## src/design/cpu_state_pkg.sv

```systemverilog
// cpu_state_pkg: field positions, encodings and sizes of processor state
// assumes bit 1 of the documented numbering is the msb of each word
package cpu_state_pkg;
  // addressing-mode encodings
  typedef enum logic [2:0] {
    mode_16s = 3'h0,
    mode_32s = 3'h1,
    mode_32r = 3'h3,
    mode_64r = 3'h2,
    mode_64v = 3'h6,
    mode_32i = 3'h4
  } addr_mode_type;
  // status word (segmented), lsb numbering: doc bit n -> index 16-n
  localparam int unsigned st_error = 15;
  localparam int unsigned st_prec = 14;
  localparam int unsigned st_link = 13;
  localparam int unsigned st_mode_hi = 12;
  localparam int unsigned st_mode_lo = 10;
  localparam int unsigned st_float_en = 9;
  localparam int unsigned st_int_en = 8;
  localparam int unsigned st_neg = 7;
  localparam int unsigned st_zero = 6;
  localparam int unsigned st_dec_en = 5;
  localparam int unsigned st_disp = 1;
  localparam int unsigned st_save = 0;
  // software-writable bits in segmented modes (excludes 2, 12-14, 15, 16)
  localparam logic [15:0] seg_write_mask = 16'hFFE0 & ~16'h4000;
  // short-mode writable bits: error, precision, mode, shift-count mirror
  localparam logic [15:0] short_write_mask = 16'hDCFF;
  // modals fields
  localparam int unsigned md_regset_hi = 7;
  localparam int unsigned md_regset_lo = 5;
  localparam logic [15:0] modals_write_mask = 16'hFF1F;
  localparam logic [15:0] status_reset = 16'h0000;
  localparam logic [15:0] modals_reset = 16'h0000;
  // pointer field masks (zero bits 1 and 4 forced)
  localparam logic [31:0] pointer_mask = 32'h6FFFFFFF;
  // field register: bits 53-59 zero
  localparam logic [63:0] field_mask = {32'h6FFFFFFF, 32'hFFFFF01F};
  localparam int unsigned exp_bias = 128;
  localparam int unsigned shift_zero_count = 63;
  // register-select codes of the state port
  localparam logic [3:0] sel_base0 = 4'h0;
  localparam logic [3:0] sel_fhi0 = 4'h4;
  localparam logic [3:0] sel_flo0 = 4'h5;
  localparam logic [3:0] sel_fhi1 = 4'h6;
  localparam logic [3:0] sel_flo1 = 4'h7;
  localparam logic [3:0] sel_status = 4'h8;
  localparam logic [3:0] sel_modals = 4'h9;
endpackage : cpu_state_pkg

```

## src/design/cpu_status_and_register_state.sv

```systemverilog
// cpu_status_and_register_state: general, floating/field, base registers,
// status word and modals, plus instruction field decode and flag update.
// assumes the execution unit supplies results and strobes synchronous to clock
// Behaviour
// - eight 32-bit general registers, 1-7 index
// - two 64-bit float accumulators share field storage
// - single float: sign, mantissa, exponent biased 128
// - four base pointers with ring/segment/word layout
// - field pair: pointer, split length, bit number
// - short status: error, precision, mode, shift mirror
// - mode field uses six fixed three-bit codes
// - segmented status word bit layout
// - float exception faults unless bit seven set
// - integer exception faults only when enabled
// - decimal exception faults only when enabled
// - dispatcher and save bits only via exchange; code also lets a status write made in a short mode set them
// - arithmetic errors and shifts set error flag
// - carry-link takes msb carry except skip ops
// - zero flag from truncated result
// - negative flag from untruncated sign
// - modals word bit layout
// - generic opcode is whole word, bits 3-6 zero
// - shift format: opcode and negated count, 0 means 63
`timescale 1ns/10ps
module cpu_status_and_register_state #(
  parameter int unsigned gr_count = 8,
  parameter int unsigned gr_width = 32
) (
  input wire logic clock,
  input wire logic rst,
  // general register ports
  input wire logic [2:0] gr_read_index,
  output logic [31:0] gr_read_data,
  output logic [31:0] index_value,
  input wire logic gr_write,
  input wire logic [2:0] gr_write_index,
  input wire logic [31:0] gr_write_data,
  // state register port (base, field/float, status, modals)
  input wire logic [3:0] state_select,
  output logic [63:0] state_read_data,
  input wire logic state_write,
  input wire logic [63:0] state_write_data,
  input wire logic status_load,
  input wire logic [15:0] status_load_data,
  input wire logic [15:0] modals_load_data,
  input wire logic exchange_write,
  input wire logic exchange_dispatch,
  input wire logic exchange_save,
  input wire logic [2:0] exchange_regset,
  // arithmetic result update
  input wire logic result_valid,
  input wire logic result_is_shift,
  input wire logic result_is_skip,
  input wire logic [31:0] result_truncated,
  input wire logic result_true_negative,
  input wire logic result_carry,
  input wire logic result_error,
  input wire logic float_exception,
  input wire logic integer_exception,
  input wire logic decimal_exception,
  output logic fault,
  // status decode
  output logic [15:0] status_word,
  output logic [15:0] modals_word,
  output logic precision_flag,
  output logic [2:0] active_register_set,
  output logic mapped_io_bit,
  output logic [1:0] machine_check_field,
  output logic segmented_mode,
  // float decode of accumulator 0
  output logic float_sign,
  output logic [30:0] float_mantissa,
  output logic signed [16:0] float_exponent,
  // field decode of register 0
  output logic [1:0] field_ring,
  output logic [11:0] segment_number,
  output logic [15:0] word_number,
  output logic [20:0] field_length,
  output logic [3:0] bit_number,
  // instruction decode
  input wire logic [15:0] instr_word,
  output logic [15:0] generic_opcode,
  output logic generic_valid,
  output logic [9:0] shift_opcode,
  output logic [5:0] shift_distance
);
  logic [gr_width-1:0] gr_q [gr_count];
  logic [31:0] base_q [4];
  logic [63:0] field_q [2];
  logic [15:0] status_q, status_d;
  logic [15:0] modals_q, modals_d;
  logic fault_q, fault_d;

  // segmented addressing modes are 64v and 32i
  function automatic logic is_segmented(input logic [2:0] mode);
    is_segmented = (mode == cpu_state_pkg::mode_64v) || (mode == cpu_state_pkg::mode_32i);
  endfunction : is_segmented

  // mask applied to software writes depends on addressing mode
  function automatic logic [15:0] write_mask(input logic [2:0] mode);
    write_mask = is_segmented(mode) ? cpu_state_pkg::seg_write_mask : cpu_state_pkg::short_write_mask;
  endfunction : write_mask

  wire [2:0] mode_field = status_q[cpu_state_pkg::st_mode_hi:cpu_state_pkg::st_mode_lo];
  wire seg_mode = is_segmented(mode_field);
  wire is_status_sel = state_write && (state_select == cpu_state_pkg::sel_status);
  wire is_modals_sel = state_write && (state_select == cpu_state_pkg::sel_modals);
  wire [15:0] sw_mask = write_mask(mode_field);

  // general register file, index 0 means no indexing
  always_ff @(posedge clock or posedge rst) begin
    if (rst) begin
      for (int i = 0; i < gr_count; i++) gr_q[i] <= '0;
    end else if (gr_write) begin
      gr_q[gr_write_index] <= gr_write_data;
    end
  end
  assign gr_read_data = gr_q[gr_read_index];
  assign index_value = (gr_read_index == 3'h0) ? 32'h00000000 : gr_q[gr_read_index];

  // base pointers and shared field/float storage, zero bits forced except on sel_flo0/sel_flo1 writes
  always_ff @(posedge clock or posedge rst) begin
    if (rst) begin
      for (int i = 0; i < 4; i++) base_q[i] <= 32'h00000000;
      field_q[0] <= 64'h0000000000000000;
      field_q[1] <= 64'h0000000000000000;
    end else if (state_write) begin
      case (state_select)
        4'h0, 4'h1, 4'h2, 4'h3: base_q[state_select[1:0]] <= state_write_data[31:0] & cpu_state_pkg::pointer_mask;
        cpu_state_pkg::sel_fhi0: field_q[0] <= state_write_data & cpu_state_pkg::field_mask;
        cpu_state_pkg::sel_flo0: field_q[0] <= state_write_data;
        cpu_state_pkg::sel_fhi1: field_q[1] <= state_write_data & cpu_state_pkg::field_mask;
        cpu_state_pkg::sel_flo1: field_q[1] <= state_write_data;
        default: ;
      endcase
    end
  end

  // status word next value: software writes, exchange, then result flags
  always_comb begin
    status_d = status_q;
    fault_d = 1'b0;
    if (status_load || is_status_sel) begin
      status_d = ((status_load ? status_load_data : state_write_data[15:0]) & sw_mask)
        | (status_q & ~sw_mask);
    end
    if (exchange_write) begin
      status_d[cpu_state_pkg::st_disp] = exchange_dispatch;
      status_d[cpu_state_pkg::st_save] = exchange_save;
    end
    if (result_valid) begin
      if (result_error || result_is_shift) status_d[cpu_state_pkg::st_error] = 1'b1;
      if (seg_mode) begin
        if (!result_is_skip) status_d[cpu_state_pkg::st_link] = result_carry;
        status_d[cpu_state_pkg::st_zero] = (result_truncated == 32'h00000000);
        status_d[cpu_state_pkg::st_neg] = result_true_negative;
      end
    end
    if (float_exception) begin
      if (status_q[cpu_state_pkg::st_float_en]) status_d[cpu_state_pkg::st_error] = 1'b1;
      else fault_d = 1'b1;
    end
    if (integer_exception) begin
      if (status_q[cpu_state_pkg::st_int_en]) fault_d = 1'b1;
      else status_d[cpu_state_pkg::st_error] = 1'b1;
    end
    if (decimal_exception && seg_mode) begin
      if (status_q[cpu_state_pkg::st_dec_en]) fault_d = 1'b1;
      else status_d[cpu_state_pkg::st_error] = 1'b1;
    end
    // zero bits follow the mode being entered, so no stale bit survives a switch
    if (is_segmented(status_d[cpu_state_pkg::st_mode_hi:cpu_state_pkg::st_mode_lo])) begin
      status_d[14] = 1'b0;
      status_d[4:2] = 3'h0;
    end
  end

  // modals: register set only from the exchange
  always_comb begin
    modals_d = modals_q;
    if (status_load || is_modals_sel) begin
      modals_d = ((status_load ? modals_load_data : state_write_data[15:0]) & cpu_state_pkg::modals_write_mask)
        | (modals_q & ~cpu_state_pkg::modals_write_mask);
    end
    if (exchange_write) modals_d[cpu_state_pkg::md_regset_hi:cpu_state_pkg::md_regset_lo] = exchange_regset;
  end

  always_ff @(posedge clock or posedge rst) begin
    if (rst) begin
      status_q <= cpu_state_pkg::status_reset;
      modals_q <= cpu_state_pkg::modals_reset;
      fault_q <= 1'b0;
    end else begin
      status_q <= status_d;
      modals_q <= modals_d;
      fault_q <= fault_d;
    end
  end

  // readback mux
  always_comb begin
    case (state_select)
      4'h0, 4'h1, 4'h2, 4'h3: state_read_data = {32'h00000000, base_q[state_select[1:0]]};
      cpu_state_pkg::sel_fhi0, cpu_state_pkg::sel_flo0: state_read_data = field_q[0];
      cpu_state_pkg::sel_fhi1, cpu_state_pkg::sel_flo1: state_read_data = field_q[1];
      cpu_state_pkg::sel_status: state_read_data = {48'h000000000000, status_q};
      cpu_state_pkg::sel_modals: state_read_data = {48'h000000000000, modals_q};
      default: state_read_data = 64'h0000000000000000;
    endcase
  end

  // status and modals field decode
  assign status_word = status_q;
  assign modals_word = modals_q;
  assign fault = fault_q;
  assign precision_flag = status_q[cpu_state_pkg::st_prec];
  assign segmented_mode = seg_mode;
  assign active_register_set = modals_q[cpu_state_pkg::md_regset_hi:cpu_state_pkg::md_regset_lo];
  assign mapped_io_bit = modals_q[4];
  assign machine_check_field = modals_q[1:0];

  // single-precision view of accumulator 0
  assign float_sign = field_q[0][63];
  assign float_mantissa = field_q[0][62:32];
  assign float_exponent = $signed({1'b0, field_q[0][31:16]}) - 17'(cpu_state_pkg::exp_bias);

  // field register 0 view
  assign field_ring = field_q[0][62:61];
  assign segment_number = field_q[0][59:48];
  assign word_number = field_q[0][47:32];
  assign field_length = {field_q[0][31:16], field_q[0][4:0]};
  assign bit_number = field_q[0][15:12];

  // instruction field decode
  assign generic_opcode = instr_word;
  assign generic_valid = (instr_word[13:10] == 4'h0);
  assign shift_opcode = instr_word[15:6];
  assign shift_distance = (instr_word[5:0] == 6'h00) ? 6'(cpu_state_pkg::shift_zero_count)
    : 6'(-instr_word[5:0]);
endmodule : cpu_status_and_register_state

```

## config.mk

```make
export PLATFORM = sky130hd
export DESIGN_NAME = cpu_status_and_register_state
export DESIGN_NICKNAME = d
export VERILOG_FILES = /design/src/design/cpu_state_pkg.sv /design/src/design/cpu_status_and_register_state.sv
export SDC_FILE = /design/constraint.sdc
export NUM_CORES = 1
export LEC_CHECK = 0
export BUFFER_PORTS_ARGS = -buffer_cell sky130_fd_sc_hd__buf_2
export CORE_AREA = 5 5 222 224
export DETAILED_ROUTE_END_ITERATION = 12
export DIE_AREA = 0 0 227 229
export PLACE_DENSITY = 0.79
export SLEW_MARGIN = 15
export SYNTH_ARGS = -nofsm -noshare
export SYNTH_HDL_FRONTEND = slang
export SYNTH_SLANG_ARGS = --single-unit
```

## constraint.sdc

```tcl
create_clock -name clock -period 31.6 [get_ports clock]
set_input_delay 3.16 -clock clock [delete_from_list [all_inputs] [get_ports clock]]
set_output_delay 3.16 -clock clock [all_outputs]
set_load 0.03 [all_outputs]
```

==> results.cfg, run 1 <==
[run_status]
status = complete, no violations

[synth]
ys_seq_area_frac = 0.5259
ys_async_sr_fraction = 1.000
synth_top_cell_by_area = dfrtp_1
synth_ff_type = dfrtp_1
netlist_area_sq_mm = 0.02555
netlist_top_cells_area = dfrtp_1 53%, mux2_2 23%, mux4_2 8.3%
synth_top_area_frac = 0.5259
synth_nets = 2019
ys_ff_latch = 537
yosys_warnings = 0
syn_inst = 1811
synth_cell_types = 55
synth-edff-count = 0
syn_area_per_cell_sq_um = 14.11

[clock_tree]
insertion_delay_ps = 610
post-cts-setup-buffers = 0
cts_tree = done
cts_num_sinks = 537
cts_buffers = 54
cts_resized = 0
cts_hold_buf = 0
path_clk_slew_ps = 60
clock_path_buffers = 3
htree_num_levels = 2
cts_root_buf = clkbuf_16

[flow_run]
maxCapViolCount = 0

[cells_and_area]
fin_util = 0.6227
final_layout_size_suffix_gt1_frac = 0.5620
fillers = 3501
nNetsFinal = 2346
final_cells = 2797
syn2layout_area_growth_pct = 14.90

[routing]
routed_wl_um = 66620
viasPerCell = 5.972
first_pass_iters = 5
routedWlPerCell_um = 23.82
drt_iter0_drc = 1013
antenna_left = 0
drc = 0
vias = 16700

[worst_setup_path]
critical-path-top-delay-family = simple AND/OR/NAND/NOR gates
crit_type = in2out
arrival_ps = 5860
critPathMaxStageDelay_ps = 1150
cp_slowest_cell = nor4bb_4
r2r_start = status_word[10]
crit_end = state_read_data[0]
worstSetupStartpointType = input pin
critPathCaptureType = primary output
path_cells = buf_2 -> buf_4 -> nor4bb_4 -> a22oi_1 -> nand3_1 -> buf_2
reg2reg_slack_ps = 29860
cp.required_ps = 28440
crit_cells = 6
startpoint = state_select[0]
r2r_cells = 5
crit_buf_inv = 3
r2r-end = status_word[13]
cp_max_fo = 45
crit_top_cell = buf_2

[timing]
slew-limit-headroom = 0.2092
finalCritPeriodShare = 0.2854
worstMarginPinSlew_ps = 1184
final.setup_skew_ps = 5.803
setup_ws_ps = 22580
setup_viol = 0
grt_setup_unrepaired = false
finalSetupTns_ps = 0
fmax_ghz = 0.1109
report.final.slew_viol_count = 0
finalHoldViolCount = 0
finalCriticalPeriod_ps = 9018

[placed_design]
place_worst_setup_slack_ps = 22630
dp_cells = 2697
dp_hpwl_um = 43540
port-buffer-count = 490
routabilityCongestion = 0.9452

[grt]
grt_pass1_wl_um = 104300
grt_max_degree = 177
grtUsageTotal = 0.2538
grt_pass1_vias = 17890
antenna_found_initial = 8
overflow = 0

[die]
die_w_um = 227
ioPinCount = 512
die_y_um = 229
initial_utilization = 0.5420
fp-row-count = 80
die_area_sq_mm = 0.05198
coreArea_sq_mm = 0.04715

[worst_hold_path]
holdCritPathClass = reg2reg

[power]
p_int_mw = 1.452
vdd_drop_max_uv = 59.73
p_leak_nw = 13.54
powerDensity_mw_per_mm2 = 72.15
power_switching_mw = 0.6662
seqPwrFrac = 0.437
p_clk_frac = 0.303
combPwrFrac = 0.259
finalPower_mw = 2.118
sw_frac_of_total = 0.3145
-- power by group through the flow --
stage	logic, mW	registers (mW)	clock network (mW)
global route	0.585	0.944	0.686
global placement	0.535	0.920	0
detailed placement	0.550	0.935	0
floorplan	0.441	0.916	0
CTS	0.554	0.925	0.657
finish	0.550	0.926	0.643
-- flip-flops by register name, summed over array words and instances (netlist names), named ones only --
signal / count
float_sign: 1
field_ring: 2
base_q: 120
bit_number: 4
modals_word: 16
fault: 1
status_word: 14
float_mantissa: 29
field_q: 71
field_length: 21
gr_q: 256
-- layer usage --
metal / GRT usage / routed length (um) / vias to the layer above / share of wire
li1: - / - / 7181 / -
met1: 0.3399 / 26870 / 8717 / 0.40
met2: 0.4094 / 32090 / 665 / 0.48
met3: 0.07043 / 5777 / 132 / 0.087
met4: 0.07475 / 1834 / 8 / 0.028
met5: 0 / 52 / - / 0.00078
-- final cells by class --
cell class	count	area [sq um]	share of cell area
sequential	537	13440	0.4577
multi-input combinational	1018	10640	0.3626
timing repair buffer	515	2655	0.09044
clock buffer	78	1593	0.05425
tap	615	769.5	0.02621
clock inverter	18	196.4	0.006691
inverter	12	52.55	0.001790
antenna	4	10.01	0.0003409
-- through the flow --
stage / cell area [sq um] / hold slack, ps
floorplan: 25550 / 450.2
global placement: 27560 / 461.9
detailed placement: 27560 / 474.3
CTS: 29350 / 487.6
global route: 29360 / 508.0
finish: 29360 / 483.2
-- cell usage after synthesis (all sizes together), types with 2 or more instances --
library cell    n
ha              2
a22oi          33
nor4           10
o22ai          13
mux2i          32
nor3b           5
a21oi           4
o311ai          3
a221oi          4
xor2            7
nand2          77
buf           200
a21boi          2
inv            10
a22o           34
nor3            7
nor2           23
a31oi           2
and2            2
nand2b          8
o31ai           2
nand4           3
dfrtp         537
mux2          521
mux4           94
xnor2           2
o31a            2
a211oi         15
nor2b          31
clkinv          2
nor4b           2
nand4b          6
nand3          24
o21ai          36
clkbuf         44
and3            3
-- worst min path at each step --
stage | startpoint | end | slack (ps) | depth (start not counted)
2_1_floorplan | field_q[69] | field_q[69] | 450 | 2
3_3_place_gp | gr_q[231] | gr_q[231] | 460 | 1
3_5_place_dp | gr_q[231] | gr_q[231] | 470 | 1
4_1_cts | gr_q[231] | gr_q[231] | 490 | 1
5_1_grt | base_q[45] | base_q[45] | 510 | 1
6_report | gr_q[231] | gr_q[231] | 480 | 1
-- placed cells by master, fill, tap and decap left out, types with 6 or more instances in the layout --
cell / synthesis / final
dfrtp_1: 537 / 537
mux2_2: 514 / 514
buf_2: 60 / 489
mux4_2: 94 / 94
nand2_1: 77 / 75
clkbuf_16: 0 / 55
o21ai_0: 35 / 35
a22o_1: 34 / 34
a22oi_1: 33 / 33
mux2i_1: 32 / 32
nor2b_1: 31 / 31
buf_4: 132 / 25
nand3_1: 24 / 24
nor2_1: 23 / 21
a211oi_1: 15 / 15
o22ai_1: 13 / 13
clkbuf_8: 0 / 13
nor4_1: 10 / 10
clkbuf_1: 44 / 10
clkinv_2: 0 / 10
inv_1: 10 / 9
nand2b_1: 8 / 8
mux2_1: 7 / 7
xor2_1: 7 / 7
nand4b_1: 6 / 6
-- cells by family (layout without fill, tap and decap cells) --
family	Yosys count	after routing	share of synthesized area
AOI/OAI and AO/OA	153	153	0.04275
buffers and inverters	256	623	0.06023
adders and majority gates	2	2	0.0009792
muxes	647	647	0.3250
xor gates and xnor gates	9	9	0.003085
DFF	537	537	0.5259
other	0	4	0
and+or+nand+nor	207	207	0.04202
No activity file was read; power rests on OpenSTA's default activity.
==> run 2, diff against run 1 <==
--- a/config.mk
+++ b/config.mk
@@ -6,10 +6,10 @@
 export NUM_CORES = 1
 export LEC_CHECK = 0
 export BUFFER_PORTS_ARGS = -buffer_cell sky130_fd_sc_hd__buf_2
-export CORE_AREA = 5 5 222 224
+export CORE_AREA = 5 5 233 235
 export DETAILED_ROUTE_END_ITERATION = 12
-export DIE_AREA = 0 0 227 229
-export PLACE_DENSITY = 0.79
+export DIE_AREA = 0 0 238 240
+export PLACE_DENSITY = 0.76
 export SLEW_MARGIN = 15
 export SYNTH_ARGS = -nofsm -noshare
 export SYNTH_HDL_FRONTEND = slang
==> constraint.sdc (replaced) <==
create_clock -name clock -period 8 [get_ports clock]
set_input_delay 0.8 -clock clock [delete_from_list [all_inputs] [get_ports clock]]
set_output_delay 0.8 -clock clock [all_outputs]
set_load 0.03 [all_outputs]
==> results.cfg, run 2 (same netlist as run 1, synthesis figures left out) <==
[run_status]
status = complete, no violations

[worst_setup_path]
cp_max_fo = 45
r2r_cells = 4
critical-path-top-delay-family = buffers and inverters
reg2reg_slack_ps = 6190
cp_slowest_cell = buf_4
critPathMaxStageDelay_ps = 800
critPathCaptureType = primary output
path_cells = buf_4 -> buf_4 -> mux4_2 -> mux2_2 -> nor2b_1 -> buf_2
crit_top_cell = buf_4
worstSetupStartpointType = input pin
r2r-end = status_word[7]
r2r_start = status_word[10]
crit_type = in2out
crit_buf_inv = 3
arrival_ps = 3300
cp.required_ps = 7200

[cells_and_area]
fin_util = 0.5668
layout_commonest_cell = dfrtp_1
nNetsFinal = 2349
final_cells = 2883
final_area_sq_mm = 0.02949
largestRegisters = gr_q x256, base_q x120, field_q x71
top_register = gr_q
final_layout_size_suffix_gt1_frac = 0.5615
layout_common_cells = 537 x dfrtp_1, 514 x mux2_2, 489 x buf_2
syn2layout_area_growth_pct = 15.42
largest_reg_flops = 256

[clock_tree]
cts_root_buf = clkbuf_16
cts_buffers = 55
cts_tree = done
cts_hold_buf = 0
path_clk_slew_ps = 60
clock_path_buffers = 3
htree_num_levels = 2
cts_num_sinks = 537
cts_resized = 0
insertion_delay_ps = 610
post-cts-setup-buffers = 0

[placed_design]
dpl_cell_area_sq_mm = 0.02770
port-buffer-count = 490
routabilityCongestion = 0.8444
place_worst_setup_slack_ps = 3821
dp_cells = 2772
dp_hpwl_um = 46030

[power]
powerDensity_mw_per_mm2 = 282.3
vdd_drop_max_uv = 204.8
p_leak_nw = 13.55

[grt]
grtUsageTotal = 0.2356
overflow = 0
antenna_found_initial = 13
grt_max_degree = 189
grt_pass1_wl_um = 105700
grt_pass1_vias = 17840

[routing]
routed_wl_um = 68480
first_pass_iters = 5
drt_iter0_drc = 1084
routedWlPerCell_um = 23.75
antenna_left = 0
viasPerCell = 5.767
drc = 0
vias = 16630

[die]
die_y_um = 240
die_w_um = 238
fp-row-count = 84
coreArea_sq_mm = 0.05202
ioPinCount = 512
initial_utilization = 0.4911
die_area_sq_mm = 0.05712

[timing]
finalCriticalPeriod_ps = 4098
fmax_ghz = 0.2440
grt_setup_unrepaired = false
slew-limit-headroom = 0.1948
final.setup_skew_ps = 5.759
report.final.slew_viol_count = 0
finalCritPeriodShare = 0.5123
holdWs_ps = 323.3
finalHoldViolCount = 0
setup_ws_ps = 3902
worstMarginPinSlew_ps = 1201
setup_viol = 0

[worst_hold_path]
holdCritPathClass = in2async

[flow_run]
maxCapViolCount = 0
[run 2: cell types whose count changed in the layout (fill, tap and decap cells not counted), sizes merged]
cell    change
clkinv      +6
buf         +2
clkbuf      +2
bufinv      -1
diode       +4
[run 2: stage by stage]
step	setup TNS (ps)	power (mW)
3_5_place_dp	0	5.873
3_3_place_gp	0	5.758
5_1_grt	0	8.714
6_report	0	8.326
2_1_floorplan	-54780	5.359
4_1_cts	0	8.394
[run 2: worst max path at each step]
stage                           from                         end  slack (ps)  cells past startpoint
global route        gr_read_index[0]              index_value[5]        3670                      6
finish              gr_read_index[0]              index_value[5]        3900                      6
CTS                 gr_read_index[0]              index_value[5]        3810                      6
detailed placement  gr_read_index[0]              index_value[5]        3820                      6
global placement    gr_read_index[0]              index_value[4]        3820                      6
floorplan                        rst  asynchronous set/reset pin        -100                      1
[run 2: worst register-to-register path: cells and delay by family, from the launching register on]
kind                   cells  cell delay (ps)
AOI/OAI and AO/OA          1              240
buffers and inverters      1              310
DFF                        1              470
and+or+nand+nor            2              710
[run 2: final cells by class]
cell class,count,area [sq um]
Antenna cell,8,20.02
Clock buffer,80,1560
Clock inverter,23,212.7
Fill cell,4111,22540
Inverter,12,48.80
Multi-Input combinational cell,1018,10650
Sequential cell,537,13440
Tap cell,688,860.8
Timing Repair Buffer,517,2695
[run 2: power breakdown]
part | total (mW) | internal, mW | switching, mW
combinational | 2.17 | 0.961 | 1.21
clock | 2.50 | 1.43 | 1.08
sequential | 3.65 | 3.30 | 0.350
[run 2: routing by layer]
| layer | vias up | track usage | wire length [um] |
|---|---|---|---|
| met4 | 8 | 0.06226 | 1469 |
| met2 | 542 | 0.3775 | 33010 |
| li1 | 7202 | - | - |
| met3 | 115 | 0.06022 | 5031 |
| met1 | 8760 | 0.3253 | 28930 |
| met5 | - | 0 | 40 |
